`config.mk`:
```
export PLATFORM = sky130hd
export DESIGN_NAME = flash_host
export DESIGN_NICKNAME = d
export VERILOG_FILES = /design/src/hw/flash_ctl_pkg.sv /design/src/hw/axil_slave.sv /design/src/hw/flash_cycle.sv /design/src/hw/flash_host.sv
export VERILOG_INCLUDE_DIRS = /design/src /design/src/hw
export SDC_FILE = /design/constraint.sdc
export NUM_CORES = 1
export LEC_CHECK = 0
export BUFFER_PORTS_ARGS = -buffer_cell sky130_fd_sc_hd__buf_2
export CAP_MARGIN = 20
export CORE_ASPECT_RATIO = 0.75
export CORE_MARGIN = 4
export CORE_UTILIZATION = 30
export DETAILED_ROUTE_END_ITERATION = 7
export SLEW_MARGIN = 40
export SYNTH_ARGS = -nofsm -noshare
export SYNTH_HDL_FRONTEND = slang
export SYNTH_HIERARCHICAL = 1
export SYNTH_SLANG_ARGS = --single-unit
```
`constraint.sdc`:
```
create_clock -name aclk -period 6.05 [get_ports aclk]
set_input_delay 0.605 -clock aclk [delete_from_list [all_inputs] [get_ports aclk]]
set_output_delay 0.605 -clock aclk [all_outputs]
set_load 0.05 [all_outputs]
```
`src/hw/flash_ctl_regs.svh`:
```
// register offsets, field positions and timing counts of the flash host controller
`ifndef FLASH_CTL_REGS_SVH
`define FLASH_CTL_REGS_SVH

// register byte offsets
`define OFF_CTRL    8'h00
`define OFF_CMD     8'h04
`define OFF_ADDR    8'h08
`define OFF_WDATA   8'h0c
`define OFF_RDATA   8'h10
`define OFF_STATUS  8'h14
`define OFF_UNLOCK0 8'h18
`define OFF_UNLOCK1 8'h1c

// ctrl fields
`define CTRL_BYTE 0
`define CTRL_WP   1
`define CTRL_HV   2
`define CTRL_BYP  3
`define CTRL_W    4
`define CTRL_RST  4'h2

// cmd fields
`define CMD_OP_HI   2
`define CMD_OP_LO   0
`define CMD_CODE_HI 15
`define CMD_CODE_LO 8

// status fields
`define ST_BUSY 0
`define ST_DONE 1
`define ST_RYBY 2

// unlock word layout: address low, data byte above
`define UNL_A_HI 21
`define UNL_D_HI 29
`define UNL_D_LO 22

// axi responses
`define RESP_OKAY   2'b00
`define RESP_SLVERR 2'b10

// sequence lengths
`define SEQ_NORMAL 3'h4
`define SEQ_BYPASS 3'h2

// timing in ns and derived cycle counts at the clock rate
`define CLK_NS    50
`define T_ACC_NS  70
`define T_WP_NS   35
`define T_RP_NS   500
`define T_RH_NS   50
`define ACC_CYC   ((`T_ACC_NS + `CLK_NS - 1) / `CLK_NS)
`define WP_CYC    ((`T_WP_NS + `CLK_NS - 1) / `CLK_NS)
`define RP_CYC    ((`T_RP_NS + `CLK_NS - 1) / `CLK_NS)
`define RH_CYC    ((`T_RH_NS + `CLK_NS - 1) / `CLK_NS)

`endif

```
`src/hw/flash_ctl_pkg.sv`:
```
// types shared by the flash host controller modules
`default_nettype none
package flash_ctl_pkg;

   typedef enum logic [2:0] {
      OP_READ  = 3'b000,
      OP_WRITE = 3'b001,
      OP_PROG  = 3'b010,
      OP_RESET = 3'b011
   } op_type;

   typedef enum logic [2:0] {
      M_IDLE    = 3'b000,
      M_RST_LOW = 3'b001,
      M_RST_REC = 3'b010,
      M_ISSUE   = 3'b011,
      M_WAIT    = 3'b100
   } main_state_type;

   typedef enum logic [1:0] {
      E_IDLE   = 2'b00,
      E_SETUP  = 2'b01,
      E_STROBE = 2'b10,
      E_HOLD   = 2'b11
   } eng_state_type;

   typedef struct packed {
      logic wr;
      logic [21:0] addr;
      logic [15:0] data;
   } cyc_req_type;

   typedef struct packed {
      logic [7:0] addr;
      logic [31:0] data;
      logic [3:0] strb;
   } reg_wr_type;

endpackage : flash_ctl_pkg
`default_nettype wire

```
`src/hw/axil_slave.sv`:
```
// axi4-lite slave front end: handshakes, write strobe and registered read answer
`default_nettype none
`include "flash_ctl_regs.svh"
module axil_slave
   import flash_ctl_pkg::*;
(
   // clock and reset
   input wire logic aclk,
   input wire logic aresetn,
   // write address and data
   input wire logic [7:0] s_awaddr,
   input wire logic s_awvalid,
   output logic s_awready,
   input wire logic [31:0] s_wdata,
   input wire logic [3:0] s_wstrb,
   input wire logic s_wvalid,
   output logic s_wready,
   // write response
   output logic [1:0] s_bresp,
   output logic s_bvalid,
   input wire logic s_bready,
   // read address and data
   input wire logic [7:0] s_araddr,
   input wire logic s_arvalid,
   output logic s_arready,
   output logic [31:0] s_rdata,
   output logic [1:0] s_rresp,
   output logic s_rvalid,
   input wire logic s_rready,
   // register file side
   output logic wr_en,
   output reg_wr_type wr,
   input wire logic wr_hit,
   output logic [7:0] rd_addr,
   input wire logic [31:0] rd_data,
   input wire logic rd_hit
);

   logic aw_have_r;
   logic w_have_r;
   logic [7:0] awaddr_r;
   logic [31:0] wdata_r;
   logic [3:0] wstrb_r;

   assign wr_en = aw_have_r & w_have_r & ~s_bvalid;
   assign wr = '{addr: awaddr_r, data: wdata_r, strb: wstrb_r};
   assign rd_addr = s_araddr;

   // address and data are taken independently, in either order
   always_ff @(posedge aclk) begin
      if (!aresetn) begin
         aw_have_r <= 1'b0;
         s_awready <= 1'b1;
         awaddr_r <= 8'h00;
      end else if (s_awvalid && s_awready) begin
         aw_have_r <= 1'b1;
         s_awready <= 1'b0;
         awaddr_r <= s_awaddr;
      end else if (s_bvalid && s_bready) begin
         aw_have_r <= 1'b0;
         s_awready <= 1'b1;
      end
   end

   always_ff @(posedge aclk) begin
      if (!aresetn) begin
         w_have_r <= 1'b0;
         s_wready <= 1'b1;
         wdata_r <= 32'h0000_0000;
         wstrb_r <= 4'h0;
      end else if (s_wvalid && s_wready) begin
         w_have_r <= 1'b1;
         s_wready <= 1'b0;
         wdata_r <= s_wdata;
         wstrb_r <= s_wstrb;
      end else if (s_bvalid && s_bready) begin
         w_have_r <= 1'b0;
         s_wready <= 1'b1;
      end
   end

   always_ff @(posedge aclk) begin
      if (!aresetn) begin
         s_bvalid <= 1'b0;
         s_bresp <= `RESP_OKAY;
      end else if (wr_en) begin
         s_bvalid <= 1'b1;
         s_bresp <= wr_hit ? `RESP_OKAY : `RESP_SLVERR;
      end else if (s_bready) begin
         s_bvalid <= 1'b0;
      end
   end

   // read answer one cycle after the address is taken
   always_ff @(posedge aclk) begin
      if (!aresetn) begin
         s_arready <= 1'b1;
         s_rvalid <= 1'b0;
         s_rdata <= 32'h0000_0000;
         s_rresp <= `RESP_OKAY;
      end else if (s_arvalid && s_arready) begin
         s_arready <= 1'b0;
         s_rvalid <= 1'b1;
         s_rdata <= rd_hit ? rd_data : 32'h0000_0000;
         s_rresp <= rd_hit ? `RESP_OKAY : `RESP_SLVERR;
      end else if (s_rvalid && s_rready) begin
         s_arready <= 1'b1;
         s_rvalid <= 1'b0;
      end
   end

endmodule : axil_slave
`default_nettype wire

```
`src/hw/flash_cycle.sv`:
```
// one asynchronous flash bus cycle, read or write, on registered pins
`default_nettype none
`include "flash_ctl_regs.svh"
module flash_cycle
   import flash_ctl_pkg::*;
(
   // clock and reset
   input wire logic aclk,
   input wire logic aresetn,
   // request
   input wire logic start,
   input wire cyc_req_type req,
   input wire logic byte_mode,
   output logic done,
   output logic [15:0] rdata,
   // flash pins
   output logic ce_n,
   output logic oe_n,
   output logic we_n,
   output logic [20:0] addr_pins,
   input wire logic [15:0] data_in,
   output logic [15:0] data_out,
   output logic [15:0] data_oe_n
);

   eng_state_type state_r;
   cyc_req_type req_r;
   logic [7:0] cnt_r;
   logic drive_r;

   always_ff @(posedge aclk) begin
      if (!aresetn) begin
         state_r <= E_IDLE;
         req_r <= '0;
         cnt_r <= 8'h00;
         done <= 1'b0;
      end else begin
         done <= 1'b0;
         case (state_r)
            E_IDLE: begin
               if (start) begin
                  req_r <= req;
                  state_r <= E_SETUP;
               end
            end
            E_SETUP: begin
               cnt_r <= req_r.wr ? 8'(`WP_CYC) : 8'(`ACC_CYC);
               state_r <= E_STROBE;
            end
            E_STROBE: begin
               if (cnt_r == 8'h01) begin
                  state_r <= E_HOLD;
               end
               cnt_r <= cnt_r - 8'h01;
            end
            E_HOLD: begin
               done <= 1'b1;
               state_r <= E_IDLE;
            end
            default: state_r <= E_IDLE;
         endcase
      end
   end

   // control strobes: read is ce and oe low with we high, write is ce and we low with oe high
   always_ff @(posedge aclk) begin
      if (!aresetn) begin
         ce_n <= 1'b1;
         oe_n <= 1'b1;
         we_n <= 1'b1;
      end else begin
         ce_n <= !((state_r == E_IDLE && start) || state_r == E_SETUP || state_r == E_STROBE);
         oe_n <= !(state_r == E_SETUP && !req_r.wr) && !(state_r == E_STROBE && !req_r.wr && cnt_r != 8'h01);
         we_n <= !(state_r == E_SETUP && req_r.wr) && !(state_r == E_STROBE && req_r.wr && cnt_r != 8'h01);
      end
   end

   // byte mode puts the address one bit down, its lowest bit leaving on the top data pin
   always_ff @(posedge aclk) begin
      if (!aresetn) begin
         addr_pins <= 21'h00_0000;
      end else if (state_r == E_IDLE && start) begin
         addr_pins <= byte_mode ? req.addr[21:1] : req.addr[20:0];
      end
   end

   always_ff @(posedge aclk) begin
      if (!aresetn) begin
         rdata <= 16'h0000;
      end else if (state_r == E_STROBE && !req_r.wr && cnt_r == 8'h01) begin
         rdata <= byte_mode ? {8'h00, data_in[7:0]} : data_in;
      end
   end

   // write data stands from setup until the strobe has risen
   always_ff @(posedge aclk) begin
      if (!aresetn) begin
         drive_r <= 1'b0;
      end else begin
         drive_r <= (state_r == E_IDLE && start && req.wr) || ((state_r == E_SETUP || state_r == E_STROBE) && req_r.wr);
      end
   end

   genvar i;
   generate
      for (i = 0; i < 16; i++) begin : g_dq
         always_ff @(posedge aclk) begin
            if (!aresetn) begin
               data_out[i] <= 1'b0;
               data_oe_n[i] <= 1'b1;
            end else if (i == 15 && byte_mode) begin
               data_out[i] <= (state_r == E_IDLE && start) ? req.addr[0] : data_out[i];
               data_oe_n[i] <= 1'b0;
            end else begin
               data_out[i] <= (state_r == E_IDLE && start) ? req.data[i] : data_out[i];
               data_oe_n[i] <= !(drive_r || (state_r == E_IDLE && start && req.wr)) || (byte_mode && i >= 8);
            end
         end
      end
   endgenerate

endmodule : flash_cycle
`default_nettype wire

```
`src/hw/flash_host.sv`:
```
// host controller for an asynchronous parallel flash, driven by software over axi4-lite
// Functional notes
// - reads drive chip select and output gate low, write strobe held high.
// - commands drive write strobe and chip select low, output gate held high.
// - address is bits twenty..zero in word mode, twenty..minus one in byte mode.
// - in unlock bypass a program takes two write cycles instead of four.
`default_nettype none
`include "flash_ctl_regs.svh"
module flash_host
   import flash_ctl_pkg::*;
(
   // clock and reset
   input wire logic aclk,
   input wire logic aresetn,
   // axi4-lite write address and data
   input wire logic [7:0] s_awaddr,
   input wire logic s_awvalid,
   output logic s_awready,
   input wire logic [31:0] s_wdata,
   input wire logic [3:0] s_wstrb,
   input wire logic s_wvalid,
   output logic s_wready,
   // axi4-lite write response
   output logic [1:0] s_bresp,
   output logic s_bvalid,
   input wire logic s_bready,
   // axi4-lite read
   input wire logic [7:0] s_araddr,
   input wire logic s_arvalid,
   output logic s_arready,
   output logic [31:0] s_rdata,
   output logic [1:0] s_rresp,
   output logic s_rvalid,
   input wire logic s_rready,
   // flash control pins
   output logic ce_n,
   output logic oe_n,
   output logic we_n,
   output logic flash_reset_n,
   output logic byte_n,
   output logic protect_accel_pin,
   output logic accel_high_voltage,
   input wire logic ready_busy_n,
   // flash address and data pins
   output logic [20:0] addr_pins,
   input wire logic [15:0] data_pins_in,
   output logic [15:0] data_pins_out,
   output logic [15:0] data_pins_oe_n
);

   logic wr_en;
   reg_wr_type wr;
   logic wr_hit;
   logic [7:0] rd_addr;
   logic [31:0] rd_data;
   logic rd_hit;

   logic [`CTRL_W-1:0] ctrl_r;
   logic [7:0] code_r;
   logic [21:0] addr_r;
   logic [15:0] wdata_r;
   logic [29:0] unlock0_r;
   logic [29:0] unlock1_r;
   logic [15:0] rdata_r;
   logic done_r;
   main_state_type state_r;
   op_type op_r;
   logic [7:0] cnt_r;
   logic [2:0] step_r;
   logic [2:0] seq_len;
   logic [2:0] step_eff;
   logic start_r;
   cyc_req_type req;
   logic eng_done;
   logic [15:0] eng_rdata;
   logic busy;
   logic cmd_go;
   logic bypass;

   axil_slave u_axil (
      .aclk(aclk),
      .aresetn(aresetn),
      .s_awaddr(s_awaddr),
      .s_awvalid(s_awvalid),
      .s_awready(s_awready),
      .s_wdata(s_wdata),
      .s_wstrb(s_wstrb),
      .s_wvalid(s_wvalid),
      .s_wready(s_wready),
      .s_bresp(s_bresp),
      .s_bvalid(s_bvalid),
      .s_bready(s_bready),
      .s_araddr(s_araddr),
      .s_arvalid(s_arvalid),
      .s_arready(s_arready),
      .s_rdata(s_rdata),
      .s_rresp(s_rresp),
      .s_rvalid(s_rvalid),
      .s_rready(s_rready),
      .wr_en(wr_en),
      .wr(wr),
      .wr_hit(wr_hit),
      .rd_addr(rd_addr),
      .rd_data(rd_data),
      .rd_hit(rd_hit)
   );

   flash_cycle u_cycle (
      .aclk(aclk),
      .aresetn(aresetn),
      .start(start_r),
      .req(req),
      .byte_mode(ctrl_r[`CTRL_BYTE]),
      .done(eng_done),
      .rdata(eng_rdata),
      .ce_n(ce_n),
      .oe_n(oe_n),
      .we_n(we_n),
      .addr_pins(addr_pins),
      .data_in(data_pins_in),
      .data_out(data_pins_out),
      .data_oe_n(data_pins_oe_n)
   );

   assign busy = (state_r != M_IDLE);
   assign cmd_go = wr_en && wr.addr == `OFF_CMD && wr.strb[0] && !busy;

   // the elevated protect level puts the device in bypass by itself
   assign bypass = ctrl_r[`CTRL_BYP] || ctrl_r[`CTRL_HV];
   assign seq_len = bypass ? `SEQ_BYPASS : `SEQ_NORMAL;
   assign step_eff = bypass ? step_r + 3'h2 : step_r;

   // write decode; ctrl, addresses and data are frozen while an operation runs
   always_comb begin
      if (wr.addr == `OFF_CTRL || wr.addr == `OFF_CMD || wr.addr == `OFF_ADDR) begin
         wr_hit = 1'b1;
      end else if (wr.addr == `OFF_WDATA || wr.addr == `OFF_UNLOCK0 || wr.addr == `OFF_UNLOCK1) begin
         wr_hit = 1'b1;
      end else begin
         wr_hit = 1'b0;
      end
   end

   always_ff @(posedge aclk) begin
      if (!aresetn) begin
         ctrl_r <= `CTRL_RST;
      end else if (wr_en && wr.addr == `OFF_CTRL && wr.strb[0] && !busy) begin
         ctrl_r <= wr.data[`CTRL_W-1:0];
      end
   end

   always_ff @(posedge aclk) begin
      if (!aresetn) begin
         addr_r <= 22'h00_0000;
         wdata_r <= 16'h0000;
         unlock0_r <= 30'h0000_0000;
         unlock1_r <= 30'h0000_0000;
      end else if (wr_en && !busy) begin
         if (wr.addr == `OFF_ADDR) begin
            addr_r <= wr.data[21:0];
         end else if (wr.addr == `OFF_WDATA) begin
            wdata_r <= wr.data[15:0];
         end else if (wr.addr == `OFF_UNLOCK0) begin
            unlock0_r <= wr.data[29:0];
         end else if (wr.addr == `OFF_UNLOCK1) begin
            unlock1_r <= wr.data[29:0];
         end
      end
   end

   // read decode
   always_comb begin
      rd_hit = 1'b1;
      rd_data = 32'h0000_0000;
      if (rd_addr == `OFF_CTRL) begin
         rd_data[`CTRL_W-1:0] = ctrl_r;
      end else if (rd_addr == `OFF_CMD) begin
         rd_data[`CMD_CODE_HI:`CMD_CODE_LO] = code_r;
         rd_data[`CMD_OP_HI:`CMD_OP_LO] = op_r;
      end else if (rd_addr == `OFF_ADDR) begin
         rd_data[21:0] = addr_r;
      end else if (rd_addr == `OFF_WDATA) begin
         rd_data[15:0] = wdata_r;
      end else if (rd_addr == `OFF_RDATA) begin
         rd_data[15:0] = rdata_r;
      end else if (rd_addr == `OFF_STATUS) begin
         rd_data[`ST_BUSY] = busy;
         rd_data[`ST_DONE] = done_r;
         rd_data[`ST_RYBY] = ready_busy_n;
      end else if (rd_addr == `OFF_UNLOCK0) begin
         rd_data[29:0] = unlock0_r;
      end else if (rd_addr == `OFF_UNLOCK1) begin
         rd_data[29:0] = unlock1_r;
      end else begin
         rd_hit = 1'b0;
      end
   end

   // cycle request for the current step; a program runs unlock, unlock, code, data, or only code, data in bypass
   always_comb begin
      req = '0;
      if (op_r == OP_READ) begin
         req.addr = addr_r;
      end else if (op_r == OP_WRITE) begin
         req.wr = 1'b1;
         req.addr = addr_r;
         req.data = wdata_r;
      end else begin
         req.wr = 1'b1;
         case (step_eff)
            3'h0: begin
               req.addr = unlock0_r[`UNL_A_HI:0];
               req.data = {8'h00, unlock0_r[`UNL_D_HI:`UNL_D_LO]};
            end
            3'h1: begin
               req.addr = unlock1_r[`UNL_A_HI:0];
               req.data = {8'h00, unlock1_r[`UNL_D_HI:`UNL_D_LO]};
            end
            3'h2: begin
               req.addr = unlock0_r[`UNL_A_HI:0];
               req.data = {8'h00, code_r};
            end
            default: begin
               req.addr = addr_r;
               req.data = wdata_r;
            end
         endcase
      end
   end

   // operation sequencer
   always_ff @(posedge aclk) begin
      if (!aresetn) begin
         state_r <= M_IDLE;
         op_r <= OP_READ;
         code_r <= 8'h00;
         cnt_r <= 8'h00;
         step_r <= 3'h0;
         start_r <= 1'b0;
      end else begin
         start_r <= 1'b0;
         case (state_r)
            M_IDLE: begin
               if (cmd_go) begin
                  op_r <= op_type'(wr.data[`CMD_OP_HI:`CMD_OP_LO]);
                  code_r <= wr.data[`CMD_CODE_HI:`CMD_CODE_LO];
                  step_r <= 3'h0;
                  if (op_type'(wr.data[`CMD_OP_HI:`CMD_OP_LO]) == OP_RESET) begin
                     cnt_r <= 8'(`RP_CYC);
                     state_r <= M_RST_LOW;
                  end else begin
                     state_r <= M_ISSUE;
                  end
               end
            end
            M_RST_LOW: begin
               if (cnt_r == 8'h01) begin
                  cnt_r <= 8'(`RH_CYC);
                  state_r <= M_RST_REC;
               end else begin
                  cnt_r <= cnt_r - 8'h01;
               end
            end
            M_RST_REC: begin
               if (cnt_r == 8'h01) begin
                  state_r <= M_IDLE;
               end else begin
                  cnt_r <= cnt_r - 8'h01;
               end
            end
            M_ISSUE: begin
               start_r <= 1'b1;
               state_r <= M_WAIT;
            end
            M_WAIT: begin
               if (eng_done) begin
                  if (op_r == OP_PROG && step_r + 3'h1 < seq_len) begin
                     step_r <= step_r + 3'h1;
                     state_r <= M_ISSUE;
                  end else begin
                     state_r <= M_IDLE;
                  end
               end
            end
            default: state_r <= M_IDLE;
         endcase
      end
   end

   always_ff @(posedge aclk) begin
      if (!aresetn) begin
         rdata_r <= 16'h0000;
      end else if (state_r == M_WAIT && eng_done && op_r == OP_READ) begin
         rdata_r <= eng_rdata;
      end
   end

   // done is cleared by a new command and set when an operation ends
   always_ff @(posedge aclk) begin
      if (!aresetn) begin
         done_r <= 1'b0;
      end else if (state_r == M_RST_REC && cnt_r == 8'h01) begin
         done_r <= 1'b1;
      end else if (state_r == M_WAIT && eng_done && !(op_r == OP_PROG && step_r + 3'h1 < seq_len)) begin
         done_r <= 1'b1;
      end else if (cmd_go) begin
         done_r <= 1'b0;
      end
   end

   // device reset pin and static mode pins
   always_ff @(posedge aclk) begin
      if (!aresetn) begin
         flash_reset_n <= 1'b1;
         byte_n <= 1'b1;
         protect_accel_pin <= 1'b1;
         accel_high_voltage <= 1'b0;
      end else begin
         flash_reset_n <= !(state_r == M_RST_LOW);
         byte_n <= !ctrl_r[`CTRL_BYTE];
         protect_accel_pin <= ctrl_r[`CTRL_WP];
         accel_high_voltage <= ctrl_r[`CTRL_HV];
      end
   end

endmodule : flash_host
`default_nettype wire

```
==> summary.md <==
| Metric | Value |
|---|---|
| FP Rows | 70 |
| Placer Congestion | 0.860 |
| Fin crit share | 0.455 |
| Drt first pass iters | 7 |
| Synth warn | 6 |
| Worst hold path type | in -> reg |
| Avg WL per Cell | 20.5 microns |
| Min cycle time layout | 2.76 ns |
| CP max stage cell | a222oi_1 |
| PostCTS Resize Cnt | 0 |
| Starting Density | 0.304 |
| CTS buffer count | 36 |
| End of the worst register-to-register path | u_cycle/addr_pins[2] |
| Via Count | between 10000 and 15000 |
| CTS H-tree depth | 2 |
| Fmax | 363 MHz |
| Post-synthesis cell count | 1583 |
| Die Area | 53200 sq um |
| GRT Total Usage | 0.171 |
| Fin. Hold Viols | 0 |
| Congestion Overflow GR | 0 |
| Clock Latency Late Sink | 0.55 ns |
| Area Overhead vs Synth | 14.4% |
| Skew final | 0.0237 ns |
| Slowest stage delay, CP | 0.86 ns |
| CP startpoint kind | input port |
| Reg2Reg Setup Slack | around 3.4 ns |
| Fraction of layout cells with a size suffix above 1 | 0.213 |
| Setup Viol. Count Final | 0 |
| Pwr dens | 276 nW/um^2 |
| Max Root-Sink Buffers | 3 |
| Reg2Reg Launch Point | step_r[2] |
| Fillcell total | about 5000 |
| Ant. Diodes | 0 |
| Critical path arrival | 3.15 ns |
| Via density | ~5.3 |
| # IOs | ~180 |
| Clk root buf | clkbuf_16 |
| Worst reg-to-reg path cell count | 9 |
| Area of the core | 48900 sq um |
| CP Capture Type | register |
| Fin. max-slew vios | 0 |
| DIE WIDTH | ~260 microns |
| CTS tree | built |
| Total Wirelength | ~48 mm |
| First-pass GRT wire length | 71.7 mm |
| Outcome | complete, no violations |
| DP Area | about 16000 sq um |
| First DRT Iteration DRCs | 1260 |
| Lkg Pwr | 0.00683 uW |
| Die height | 201 microns |
| Cell Area, Synth | between 10000 and 15000 sq um |
| Worst path depth | 7 |
| Count of maximum capacitance violations | 0 |
| Routed Antenna Nets | 0 |
| Critical path class | in -> reg |
| # DRC | 0 |
| Least-Margin Pin Slew | 0.958 ns |
| CP Data Required Time | around 6.4 ns |
| Largest net degree at the start of global routing | around 160 |
| Final Net Count | 1734 |
| Initial antenna violation count | 5 |
| IO buf count | 169 |
| Crit path launch | s_araddr[2] |
| VDD IR max | 0.155 mV |
| Vias in the first global route | 11757 |
| CP Cell Sequence | buf_2 -> nor2b_1 -> and4bb_2 -> a222oi_1 -> inv_1 -> nand4_1 -> a21oi_1 |
| Crit path buf inv count | 2 |
| CTS Sinks | 301 |
| Setup TNS | 0 ns |
| Crit path to | u_axil/s_rdata[16] |
| # hold bufs at CTS | 0 |
| Detailed Place HPWL | around 33 mm |
| Mean Syn Cell Area | 9.38 sq um |
| CTS clock-pin slew for the worst setup and hold paths | ~0.06 ns |
| Crit path max-delay family | compound AO/OA/AOI/OAI gates |
| Max FO, Critical Path | 30 |
| Final Util | 0.348 |
| Postcts setup bufs | 0 |
| Slew headroom | 0.361 |
| Unrepaired setup endpoints after global routing | no |
| Total chip power | 4690 uW |
| Fin area | between 15000 and 20000 sq um |
==> layout make-up <==
type                            instances  area [sq um]  area share
Clock buffer                           56          1080      0.0635
Sequential cell                       301          6030       0.355
Tap cell                              648           811      0.0477
Multi-Input combinational cell       1094          7820       0.460
Clock inverter                          8           113     0.00663
Inverter                               23          86.3     0.00508
Timing Repair Buffer                  192          1060      0.0624
==> sequential cells by signal, summed over array words and instances (netlist names), 16 cells and up <==
name and count:
u_cycle/addr_pins 21, unlock0_r 30, unlock1_r 30, u_axil/s_rdata 32, u_cycle/data_out 16, u_axil/wdata_r 30, wdata_r 16, addr_r 22
rdata_r 16, u_cycle/rdata 16
==> placed cells by master, fill, tap and decap left out, drive strengths merged, types with 13 or more instances in the layout <==
master and n:
a21bo 71, a21boi 21, a21oi 109, a22o 13, a32oi 22, and2 16, buf 192, clkbuf 56
dfxtp 301, inv 24, mux2i 181, nand2 240, nand3 74, nand4 38, nor2 43, o211a 24
o21ai 34, o2bb2ai 34
==> through the flow <==
stage          hold slack [ns]  instances  setup slack [ns]
6_report                 0.305       2322              3.29
5_1_grt                  0.289       2322              3.25
4_1_cts                  0.274       2320              3.38
3_5_place_dp             0.446       2256              2.90
3_3_place_gp             0.445       2253              2.91
2_1_floorplan            0.375       1585              3.67
==> worst min-delay path by stage <==
stage | to | cells after the start | from | slack, ns
2_1_floorplan | byte_n | 1 | ctrl_r[0] | 0.38
4_1_cts | u_cycle/rdata[14] | 3 | data_pins_in[14] | 0.27
5_1_grt | u_cycle/rdata[14] | 3 | data_pins_in[14] | 0.29
6_report | u_cycle/rdata[2] | 3 | data_pins_in[2] | 0.30
3_3_place_gp | u_cycle/data_out[0] | 2 | u_cycle/data_out[0] | 0.44
3_5_place_dp | u_cycle/data_out[2] | 2 | u_cycle/data_out[2] | 0.45
==> worst min-delay path, stage by stage <==
cell	delay, ns
buf_2	0.10
nand2_1	0.05
mux2i_1	0.06
==> layer usage <==
metal  part of all wire  wire length [microns]  global-route usage  vias to the layer above
li1                   -                      -                   -                     5841
met1               0.45                  21500               0.240                     5943
met2               0.43                  20400               0.256                      432
met3              0.093                   4430              0.0527                       70
met4              0.023                   1100              0.0428                        6
met5            0.00072                     34                   0                        -
==> report_power, final <==
part / leakage [uW] / internal (uW) / total [uW] / switching (uW)
registers: 0.00243 / 2030 / 2090 / 62.3
logic: 0.00382 / 142 / 400 / 258
clock network: 0.000575 / 1320 / 2200 / 879
Note: power is estimated with default switching activity, not from simulation.
